$ cat src/rtl/iro_params.svh
`ifndef IRO_PARAMS_SVH
`define IRO_PARAMS_SVH
// ----------------------------------------
// opcode patterns
// ----------------------------------------
`define IRO_IDLE_MASK 14'h3F9F
`define IRO_IDLE_CODE 14'h0000
`define IRO_IRQ_RET_CODE 14'h0009
`define IRO_OPT_LOAD_CODE 14'h0062
// ----------------------------------------
// field positions and reset values
// ----------------------------------------
`define IRO_GLOBAL_IRQ_ENABLE_BIT 7
`define IRO_PC_RST 13'h0000
`define IRO_OPT_RST 8'hFF
`define IRO_IRQ_CTL_RST 8'h00
// ----------------------------------------
// timing in instruction cycles and phases
// ----------------------------------------
`define IRO_Q_PER_CYCLE 4
`define IRO_IRQ_RET_CYCLES 2
`endif

$ cat src/rtl/iro_pkg.sv
package iro_pkg;
   typedef enum logic [2:0] {
      IRO_IDLE_ST = 3'h1,
      IRO_EXEC_ST = 3'h2,
      IRO_FILL_ST = 3'h4
   } iro_state_e;
   typedef logic [1:0] iro_phase_t;
endpackage

$ cat src/rtl/iro_exec.sv
`timescale 1ns/1ps
`include "iro_params.svh"
module iro_exec #(
   parameter int PC_W = 13
) (
   input wire logic mclk,
   input wire logic srst,
   input wire logic [13:0] instr,
   input wire logic instr_valid,
   input wire logic [PC_W-1:0] stack_top_entry,
   input wire logic [7:0] w_reg,
   output logic [PC_W-1:0] pc_q,
   output logic [7:0] irq_control_reg_q,
   output logic [7:0] option_q,
   output logic stack_pop,
   output logic busy,
   output logic [1:0] q_phase
);
   // ----------------------------------------
   // decode helpers
   // ----------------------------------------
   // idle pattern: bits 6 and 5 are ignored
   function automatic logic is_idle(input logic [13:0] op);
      return (op & `IRO_IDLE_MASK) == `IRO_IDLE_CODE;
   endfunction

   // exact word matches shared by next-state logic and checks
   function automatic logic is_irq_ret(input logic [13:0] op);
      return op == `IRO_IRQ_RET_CODE;
   endfunction

   function automatic logic is_opt_load(input logic [13:0] op);
      return op == `IRO_OPT_LOAD_CODE;
   endfunction

   iro_pkg::iro_state_e st_q, st_d;
   iro_pkg::iro_phase_t ph_q, ph_d;
   logic [PC_W-1:0] pc_d;
   logic [7:0] ictl_d, opt_d;
   logic [13:0] op_q, op_d;
   logic pop_d, pop_q;

   // next state: one instruction cycle per four quarter phases
   always_comb begin
      st_d = st_q;
      ph_d = ph_q + 2'h1;
      op_d = op_q;
      pc_d = pc_q;
      ictl_d = irq_control_reg_q;
      opt_d = option_q;
      pop_d = 1'b0;
      case (st_q)
         iro_pkg::IRO_IDLE_ST: begin
            // q1 decode of a new word
            if (ph_q == 2'h0 && instr_valid) begin
               op_d = instr;
               if (!is_idle(instr)) begin
                  st_d = iro_pkg::IRO_EXEC_ST;
               end
            end
         end
         iro_pkg::IRO_EXEC_ST: begin
            if (is_irq_ret(op_q)) begin
               if (ph_q == 2'h2) begin
                  ictl_d[`IRO_GLOBAL_IRQ_ENABLE_BIT] = 1'b1;
               end
               if (ph_q == 2'h3) begin
                  pc_d = stack_top_entry;
                  pop_d = 1'b1;
                  st_d = iro_pkg::IRO_FILL_ST;
               end
            end else if (is_opt_load(op_q)) begin
               if (ph_q == 2'h3) begin
                  opt_d = w_reg;
                  st_d = iro_pkg::IRO_IDLE_ST;
               end
            end else if (ph_q == 2'h3) begin
               st_d = iro_pkg::IRO_IDLE_ST;
            end
         end
         iro_pkg::IRO_FILL_ST: begin
            // refill cycle does nothing
            if (ph_q == 2'h3) begin
               st_d = iro_pkg::IRO_IDLE_ST;
            end
         end
         default: st_d = iro_pkg::IRO_IDLE_ST;
      endcase
   end

   // registers
   always_ff @(posedge mclk) begin
      if (srst) begin
         st_q <= iro_pkg::IRO_IDLE_ST;
         ph_q <= 2'h0;
         op_q <= 14'h0000;
         pc_q <= PC_W'(`IRO_PC_RST);
         irq_control_reg_q <= `IRO_IRQ_CTL_RST;
         option_q <= `IRO_OPT_RST;
         pop_q <= 1'b0;
      end else begin
         st_q <= st_d;
         ph_q <= ph_d;
         op_q <= op_d;
         pc_q <= pc_d;
         irq_control_reg_q <= ictl_d;
         option_q <= opt_d;
         pop_q <= pop_d;
      end
   end

   assign stack_pop = pop_q;
   assign busy = (st_q != iro_pkg::IRO_IDLE_ST);
   assign q_phase = ph_q;

   // ----------------------------------------
   // assertions
   // ----------------------------------------
   // execution points that the checks refer to
   logic word_take;
   logic ret_set_pt;
   logic ret_pop_pt;
   logic opt_load_pt;
   assign word_take = st_q == iro_pkg::IRO_IDLE_ST && ph_q == 2'h0
      && instr_valid;
   assign ret_set_pt = st_q == iro_pkg::IRO_EXEC_ST && is_irq_ret(op_q)
      && ph_q == 2'h2;
   assign ret_pop_pt = st_q == iro_pkg::IRO_EXEC_ST && is_irq_ret(op_q)
      && ph_q == 2'h3;
   assign opt_load_pt = st_q == iro_pkg::IRO_EXEC_ST
      && is_opt_load(op_q) && ph_q == 2'h3;

   // idle word: nothing moves and the core stays free
   idle_no_change_a: assert property (@(posedge mclk)
      disable iff (srst)
      (word_take && is_idle(instr)) |=> ($stable(pc_q)
      && $stable(option_q) && $stable(irq_control_reg_q)
      && !stack_pop && st_q == iro_pkg::IRO_IDLE_ST))
      else $error("idle word changed state");
   idle_one_cycle_a: assert property (@(posedge mclk)
      disable iff (srst)
      (word_take && is_idle(instr)) |=> (!busy)[*4])
      else $error("idle word took too long");
   // words are only taken in the first quarter phase
   late_word_a: assert property (@(posedge mclk)
      disable iff (srst)
      (!busy && ph_q != 2'h0) |=> !busy)
      else $error("word taken outside the first phase");
   // the quarter phase counter never skips or stalls
   phase_step_a: assert property (@(posedge mclk)
      disable iff (srst)
      !$past(srst) |-> q_phase == 2'($past(q_phase) + 2'h1))
      else $error("quarter phase did not advance");

   // irq return: enable in q3, pop and pc load in q4, then a refill
   ret_enable_time_a: assert property (@(posedge mclk)
      disable iff (srst)
      ret_set_pt |=> irq_control_reg_q[`IRO_GLOBAL_IRQ_ENABLE_BIT])
      else $error("interrupt enable not set in the third phase");
   ret_irq_enable_a: assert property (@(posedge mclk)
      disable iff (srst)
      $rose(stack_pop) |-> irq_control_reg_q[`IRO_GLOBAL_IRQ_ENABLE_BIT])
      else $error("interrupt enable not set");
   // only the enable bit is ever written here
   ictl_low_bits_a: assert property (@(posedge mclk)
      disable iff (srst)
      1'b1 |=> $stable(irq_control_reg_q[6:0]))
      else $error("interrupt control low bits changed");
   ret_pop_time_a: assert property (@(posedge mclk)
      disable iff (srst)
      ret_pop_pt |=> (stack_pop && pc_q == $past(stack_top_entry)))
      else $error("stack not popped in the fourth phase");
   ret_pop_pc_a: assert property (@(posedge mclk)
      disable iff (srst)
      $rose(stack_pop) |-> pc_q == $past(stack_top_entry))
      else $error("pc not loaded from stack top");
   // a pop is a single pulse and the pc moves only with it
   pop_single_a: assert property (@(posedge mclk)
      disable iff (srst)
      stack_pop |=> !stack_pop)
      else $error("stack popped twice");
   pc_hold_a: assert property (@(posedge mclk)
      disable iff (srst)
      !ret_pop_pt |=> $stable(pc_q))
      else $error("pc changed outside an irq return");
   ret_two_cycles_a: assert property (@(posedge mclk)
      disable iff (srst)
      $rose(stack_pop) |-> busy[*4] ##1 !busy)
      else $error("irq return length wrong");
   ret_take_len_a: assert property (@(posedge mclk)
      disable iff (srst)
      (word_take && is_irq_ret(instr)) |=> busy[*7] ##1 !busy)
      else $error("irq return does not span two cycles");

   // option load: one cycle, w lands in q4
   opt_load_a: assert property (@(posedge mclk)
      disable iff (srst)
      opt_load_pt |=> (option_q == $past(w_reg) && !busy))
      else $error("option load wrong");
   opt_stable_a: assert property (@(posedge mclk)
      disable iff (srst)
      !opt_load_pt |=> $stable(option_q))
      else $error("option changed unexpectedly");
   opt_one_cycle_a: assert property (@(posedge mclk)
      disable iff (srst)
      (word_take && is_opt_load(instr)) |=> busy[*3] ##1 !busy)
      else $error("option load does not take one cycle");

   // main scenarios
   ret_cov_c: cover property (@(posedge mclk) disable iff (srst)
      $rose(stack_pop));
   opt_cov_c: cover property (@(posedge mclk) disable iff (srst)
      opt_load_pt);
   idle_cov_c: cover property (@(posedge mclk) disable iff (srst)
      word_take && is_idle(instr));
   other_cov_c: cover property (@(posedge mclk) disable iff (srst)
      word_take && !is_idle(instr) && !is_irq_ret(instr)
      && !is_opt_load(instr));
endmodule

$ cat config.mk
export PLATFORM = sky130hd
export DESIGN_NAME = iro_exec
export DESIGN_NICKNAME = d
export VERILOG_FILES = /design/src/rtl/iro_pkg.sv /design/src/rtl/iro_exec.sv
export VERILOG_INCLUDE_DIRS = /design/src /design/src/rtl
export SDC_FILE = /design/constraint.sdc
export NUM_CORES = 1
export LEC_CHECK = 0
export ABC_CLOCK_PERIOD_IN_PS = 1650
export BUFFER_PORTS_ARGS = -buffer_cell sky130_fd_sc_hd__buf_2
export CAP_MARGIN = 20
export CORE_UTILIZATION = 43
export DETAILED_ROUTE_END_ITERATION = 10
export GPL_TIMING_DRIVEN = 0
export PLACE_DENSITY = 0.74
export SETUP_SLACK_MARGIN = 0.05
export SKIP_CTS_REPAIR_TIMING = 1
export SLEW_MARGIN = 10
export SYNTH_ARGS = -nofsm -noshare
export SYNTH_HDL_FRONTEND = slang
export SYNTH_SLANG_ARGS = --single-unit
$ cat constraint.sdc
create_clock -name mclk -period 1.65 [get_ports mclk]
set_input_delay 0.33 -clock mclk [delete_from_list [all_inputs] [get_ports mclk]]
set_output_delay 0.33 -clock mclk [all_outputs]
set_load 0.02 [all_outputs]
# Word level (Yosys, flattened, before mapping)
# Index checks and enable logic that the tools add are counted.
# Widths: inputs -> output; s select.
# word_totals
reg_bits	42
inputBits	38
out_inout_bits	33
word_cells	37
# classes
add_sub_neg	1
n_eq_ne	11
n_mux	7
n_bitwise	2
reduce_logical	9
# op_table
op	n
$mux 3	5
$eq 14x4->1 const B	1
$eq 14x7->1 const B	1
$logic_not 14->1	1
$pmux 3 s3	1
$reduce_and 3->1	3
$eq 2x2->1 const B	2
$ne 2x2->1 const B	2
$reduce_and 4->1	1
$eq 3x1->1 const B	1
$eq 3x2->1 const B	1
$eq 3x3->1 const B	1
$ne 3x1->1 const B	1
$ne 3x3->1 const B	1
$reduce_or 3->1	1
$add 2x1->2 const B	1
$logic_not 2->1	1
$not 1->1	2
$reduce_and 2->1	1
$logic_and 1x1->1	1
$mux 1	1

# Depth between registers and ports, before layout
# logic_depth
depth_word	4
mapped_depth	7
ltp_nobuf	5

# Worst setup path before layout
# No wires, ideal clock.
# synth_path
kind	reg-to-reg
startpoint	register ph_q[1], in the netlist q_phase[1]
endpoint	register option_q[0]
setup_ns	0.128
arrival_time_ns	1.636
required_ns	1.522
slack_ns	-0.114
stages_incl_launch_ff	7
period_less_slack_ns	1.764
path_cell_list	dfxtp_1 ha_1 inv_1 or4_4 buf_6 o21ai_1 nand3_1
# synth_between
elab_chain_cells	2
# synth_rtl
element	line_no	text
start: declaration	iro_exec.sv:37	iro_pkg::iro_phase_t ph_q, ph_d;
start signal: assignment	iro_exec.sv:103	ph_q <= ph_d;
$eq 2x2->1	-	
$reduce_and 4->1 (no source line)	-	
end signal: assignment	iro_exec.sv:99	option_q <= `IRO_OPT_RST;
end signal: assignment	iro_exec.sv:107	option_q <= opt_d;
end: declaration	iro_exec.sv:14	output logic [7:0] option_q,
# Every way passes these cells.
# A chain may end at the register's enable or synchronous reset.

# Worst setup path in the final report
# layout_path
startpoint	register op_q[2]
endpoint	register option_q[5]
# layout_between
elab_chain_cells	3
elab_cells_between_ends	4
# layout_rtl
element	line_no	text
start: declaration	iro_exec.sv:40	logic [13:0] op_q, op_d;
start signal: assignment	iro_exec.sv:104	op_q <= op_d;
$eq 14x4->1 (no source line)	-	
$not 1->1 (no source line)	-	
$reduce_and 4->1 (no source line) *	-	
# Every way passes the cells marked *; elsewhere a longest branch is shown, timed or not.

==> parameters.txt <==
Parameter                              Value

Outcome
  Run status    finished with violations
  Violations in the final reports    setup timing

Final layout
  Count of placed standard cells in the final layout, fillers left out    343
  Post-synthesis to final-layout area growth    29.6%
  Design area    0.00239 mm^2
  Antenna diode instance count    0
  Filler cell count    400
  Final layout net count    333
  Layout cells sized above 1    34.5%

Critical path
  Max incr delay on CP    460 ps
  Data required time at the worst endpoint    1820 ps
  Type of the worst setup path    register to register
  CP max stage cell    sky130_fd_sc_hd__or4_4
  Data arrival at the endpoint of the critical path    1880 ps
  Kind of cell with the highest combined delay on the critical path    simple AND/OR/NAND/NOR gates
  Total number of cells along the worst setup path    5
  Crit path launch    op_q[2]
  Cell Chain, Critical Path    or3_4, or4_4, buf_6, o21ai_1, nand3_1
  R2R setup slack    -60 ps
  R2R depth    5
  Total buffers and inverters traversed by the critical path    1
  Highest net fanout along the worst path    10
  Endpoint of the most critical setup path    option_q[5]
  Type of element capturing the critical path    register
  Reg-to-reg critical path startpoint    op_q[2]
  RR Endpoint    option_q[5]
  Element type at the critical path start    register

STA
  Post-Route Hold Slack    242 ps
  Top achievable clock speed    585 MHz
  Final hold violations    0
  Worst clock skew on the final layout    7.37 ps
  Final worst-path setup slack    -60.2 ps
  Final worst path period need    1710 ps
  Slew HR    66.1%
  Total negative slack    -870 ps
  Pins over their slew limit    0
  Least-Margin Pin Slew    508 ps
  Setup repair after global routing missed its margin    true
  Number of setup violations in the final report    20
  Crit share post-route    104%

Synthesis
  Mean Syn Cell Area    8.50 um^2
  Number of instances in the synthesized netlist    217
  Syn Std Cell Area    0.00185 mm^2
  Total of flip-flops plus latches after synthesis    42
  Count of distinct cell types in the synthesized netlist    39
  Warnings from Yosys    0
  Seq/Total Area, Yosys    45.6%

Pwr
  Reported leakage power    0.987 nW
  IR Drop Worst-Case VDD    0.567 mV
  PwrDens    864 mW/mm^2

Placed design
  Routability congestion estimate from global placement    0.780
  Cell area reported after detailed placement    0.00226 mm^2
  HPWL Detailed    3170 um
  Port bufs    62
  Worst setup slack after placement    -123 ps
  Post-Place Cells    335

Detailed routing
  Initial DRC count    85
  Wire length on met3    321 um
  Overall routed net length    4220 um
  Met2 wire length    2000 um
  Detailed Routing Iterations Pass 1    4
  Vias after detailed routing    1729
  Post-detailed-route wirelength per cell    12.3 um
  Total routed wire length on the met1 layer    1850 um
  Ratio of routed vias to standard cells    5.04
  Uppermost routed layer    met4
  Residual DRC    0
  Post-route ant nets    0

Clock network
  Max H-tree Level    2
  Sinks on Clock Net    42
  CTS root buffer    sky130_fd_sc_hd__clkbuf_8
  Bufs on Longest Clock Path    2
  Clock-pin slew on the worst setup and hold paths    80 ps
  Worst skew pair latency    300 ps
  CTS buffer count    5
  Clock tree from TritonCTS    done

Global route
  GRT Residual Overflow    0
  Maximum number of pins on one net before global-route repair    14
  Initial antenna violation count    0
  Via count of the first global-routing pass    1450
  Global-route usage over all layers    19.6%
  Global-route wire length before repair    6550 um

Floorplanning
  Effective utilization at floorplan    45.5%
  Core outline area    0.00406 mm^2
  Placement row count    23
  Horizontal die dimension    67.5 um
  Total die area    0.00456 mm^2
  Top Ports    71
  Height of the die    67.5 um

Min path
  Type of the most critical hold path    input port to register
  Cells on Worst Hold Path    2

Run
  Max_cap viols    0
## flip-flops by register name, indices dropped and copies added (netlist names)
signal and count:
stack_pop 1, pc_q 13, st_q 3, op_q 14, option_q 8, q_phase 2
irq_control_reg_q 1
## layer usage
metal	vias to the layer above	track usage (%)
met5	-	0
met4	0	7.45
met3	4	6.25
met2	64	31.3
met1	759	24.2
li1	902	-
## per-stage QoR
| step | power, W | util (%) |
|---|---|---|
| floorplan | 0.00124 | - |
| global placement | 0.00133 | 55.7 |
| detailed placement | 0.00133 | 55.7 |
| CTS | 0.00207 | 58.3 |
| global route | 0.00217 | 58.9 |
| finish | 0.00206 | 58.9 |
## area by class of cell
| cell class | count | area, um^2 | area share (%) |
|---|---|---|---|
| clock inverter | 1 | 7.51 | 0.314 |
| sequential | 42 | 851 | 35.6 |
| inverter | 5 | 18.8 | 0.785 |
| tap | 50 | 62.6 | 2.62 |
| multi-input combinational | 154 | 877 | 36.7 |
| buffer | 22 | 166 | 6.96 |
| timing repair buffer | 62 | 310 | 13.0 |
| clock buffer | 7 | 97.6 | 4.08 |
## how the worst min path moves through the flow
| stage | start | slack (ps) | to |
|---|---|---|---|
| 6_report | srst | 240 | q_phase[1] |
| 3_3_place_gp | q_phase[0] | 440 | q_phase[0] |
| 5_1_grt | srst | 250 | q_phase[1] |
| 4_1_cts | srst | 240 | q_phase[1] |
| 3_5_place_dp | q_phase[0] | 440 | q_phase[0] |
| 2_1_floorplan | op_q[13] | 440 | op_q[13] |
## cell families (layout without fill, tap and decap cells)
logic type	Yosys count	in the layout	synth area share [%]
compound gates	54	54	15.5
simple gates	90	90	26.9
fa+ha+maj	3	3	2.03
buf+inv	27	97	9.83
other cells	1	7	0.203
flops	42	42	45.6
## layout by cell type (no fill, tap or decap), types with 6 or more instances in the layout
cell type and count:
sky130_fd_sc_hd__clkbuf_8 6, sky130_fd_sc_hd__nand3_1 31, sky130_fd_sc_hd__conb_1 7, sky130_fd_sc_hd__buf_2 66, sky130_fd_sc_hd__nor2_1 6, sky130_fd_sc_hd__buf_4 8, sky130_fd_sc_hd__a21oi_1 27, sky130_fd_sc_hd__nand2_1 31
sky130_fd_sc_hd__o21ai_1 19, sky130_fd_sc_hd__dfxtp_1 38
## worst reg2reg max path, cell delays in order (launching register included)
cell and delay [ps]:
sky130_fd_sc_hd__dfxtp_2 330, sky130_fd_sc_hd__or3_4 410, sky130_fd_sc_hd__or4_4 460, sky130_fd_sc_hd__buf_6 160
sky130_fd_sc_hd__o21ai_1 140, sky130_fd_sc_hd__nand3_1 90
## synthesized netlist by cell type, drive strengths merged
cell type | instances | share of area, %
and4b | 2 | 1.2
a211oi | 1 | 0.41
a31oi | 1 | 0.34
a221o | 1 | 0.54
ha | 3 | 2.0
nand2 | 31 | 6.3
nand4 | 1 | 0.34
nor4 | 5 | 2.8
dfxtp | 42 | 46
or3 | 2 | 0.95
nor2 | 6 | 1.2
nor4b | 2 | 0.95
nand4b | 1 | 0.47
nor2b | 1 | 0.34
nand3 | 31 | 8.4
and4 | 2 | 0.95
a221oi | 1 | 0.47
o21ai | 22 | 6.0
nor3b | 1 | 0.68
clkbuf | 6 | 1.8
bufbuf | 1 | 1.0
a21oi | 27 | 7.3
inv | 5 | 1.0
or4 | 1 | 0.61
conb | 1 | 0.20
a21o | 1 | 0.41
nand2b | 2 | 1.1
and3 | 1 | 0.34
nor3 | 1 | 0.27
buf | 15 | 6.0
## where the power goes
part	total [W]	switching, W	internal (W)
Clock	0.000748	0.000357	0.000391
Combinational	0.000241	0.000135	0.000107
Sequential	0.00108	0.0000318	0.00104
No activity file was read; power rests on OpenSTA's default activity.
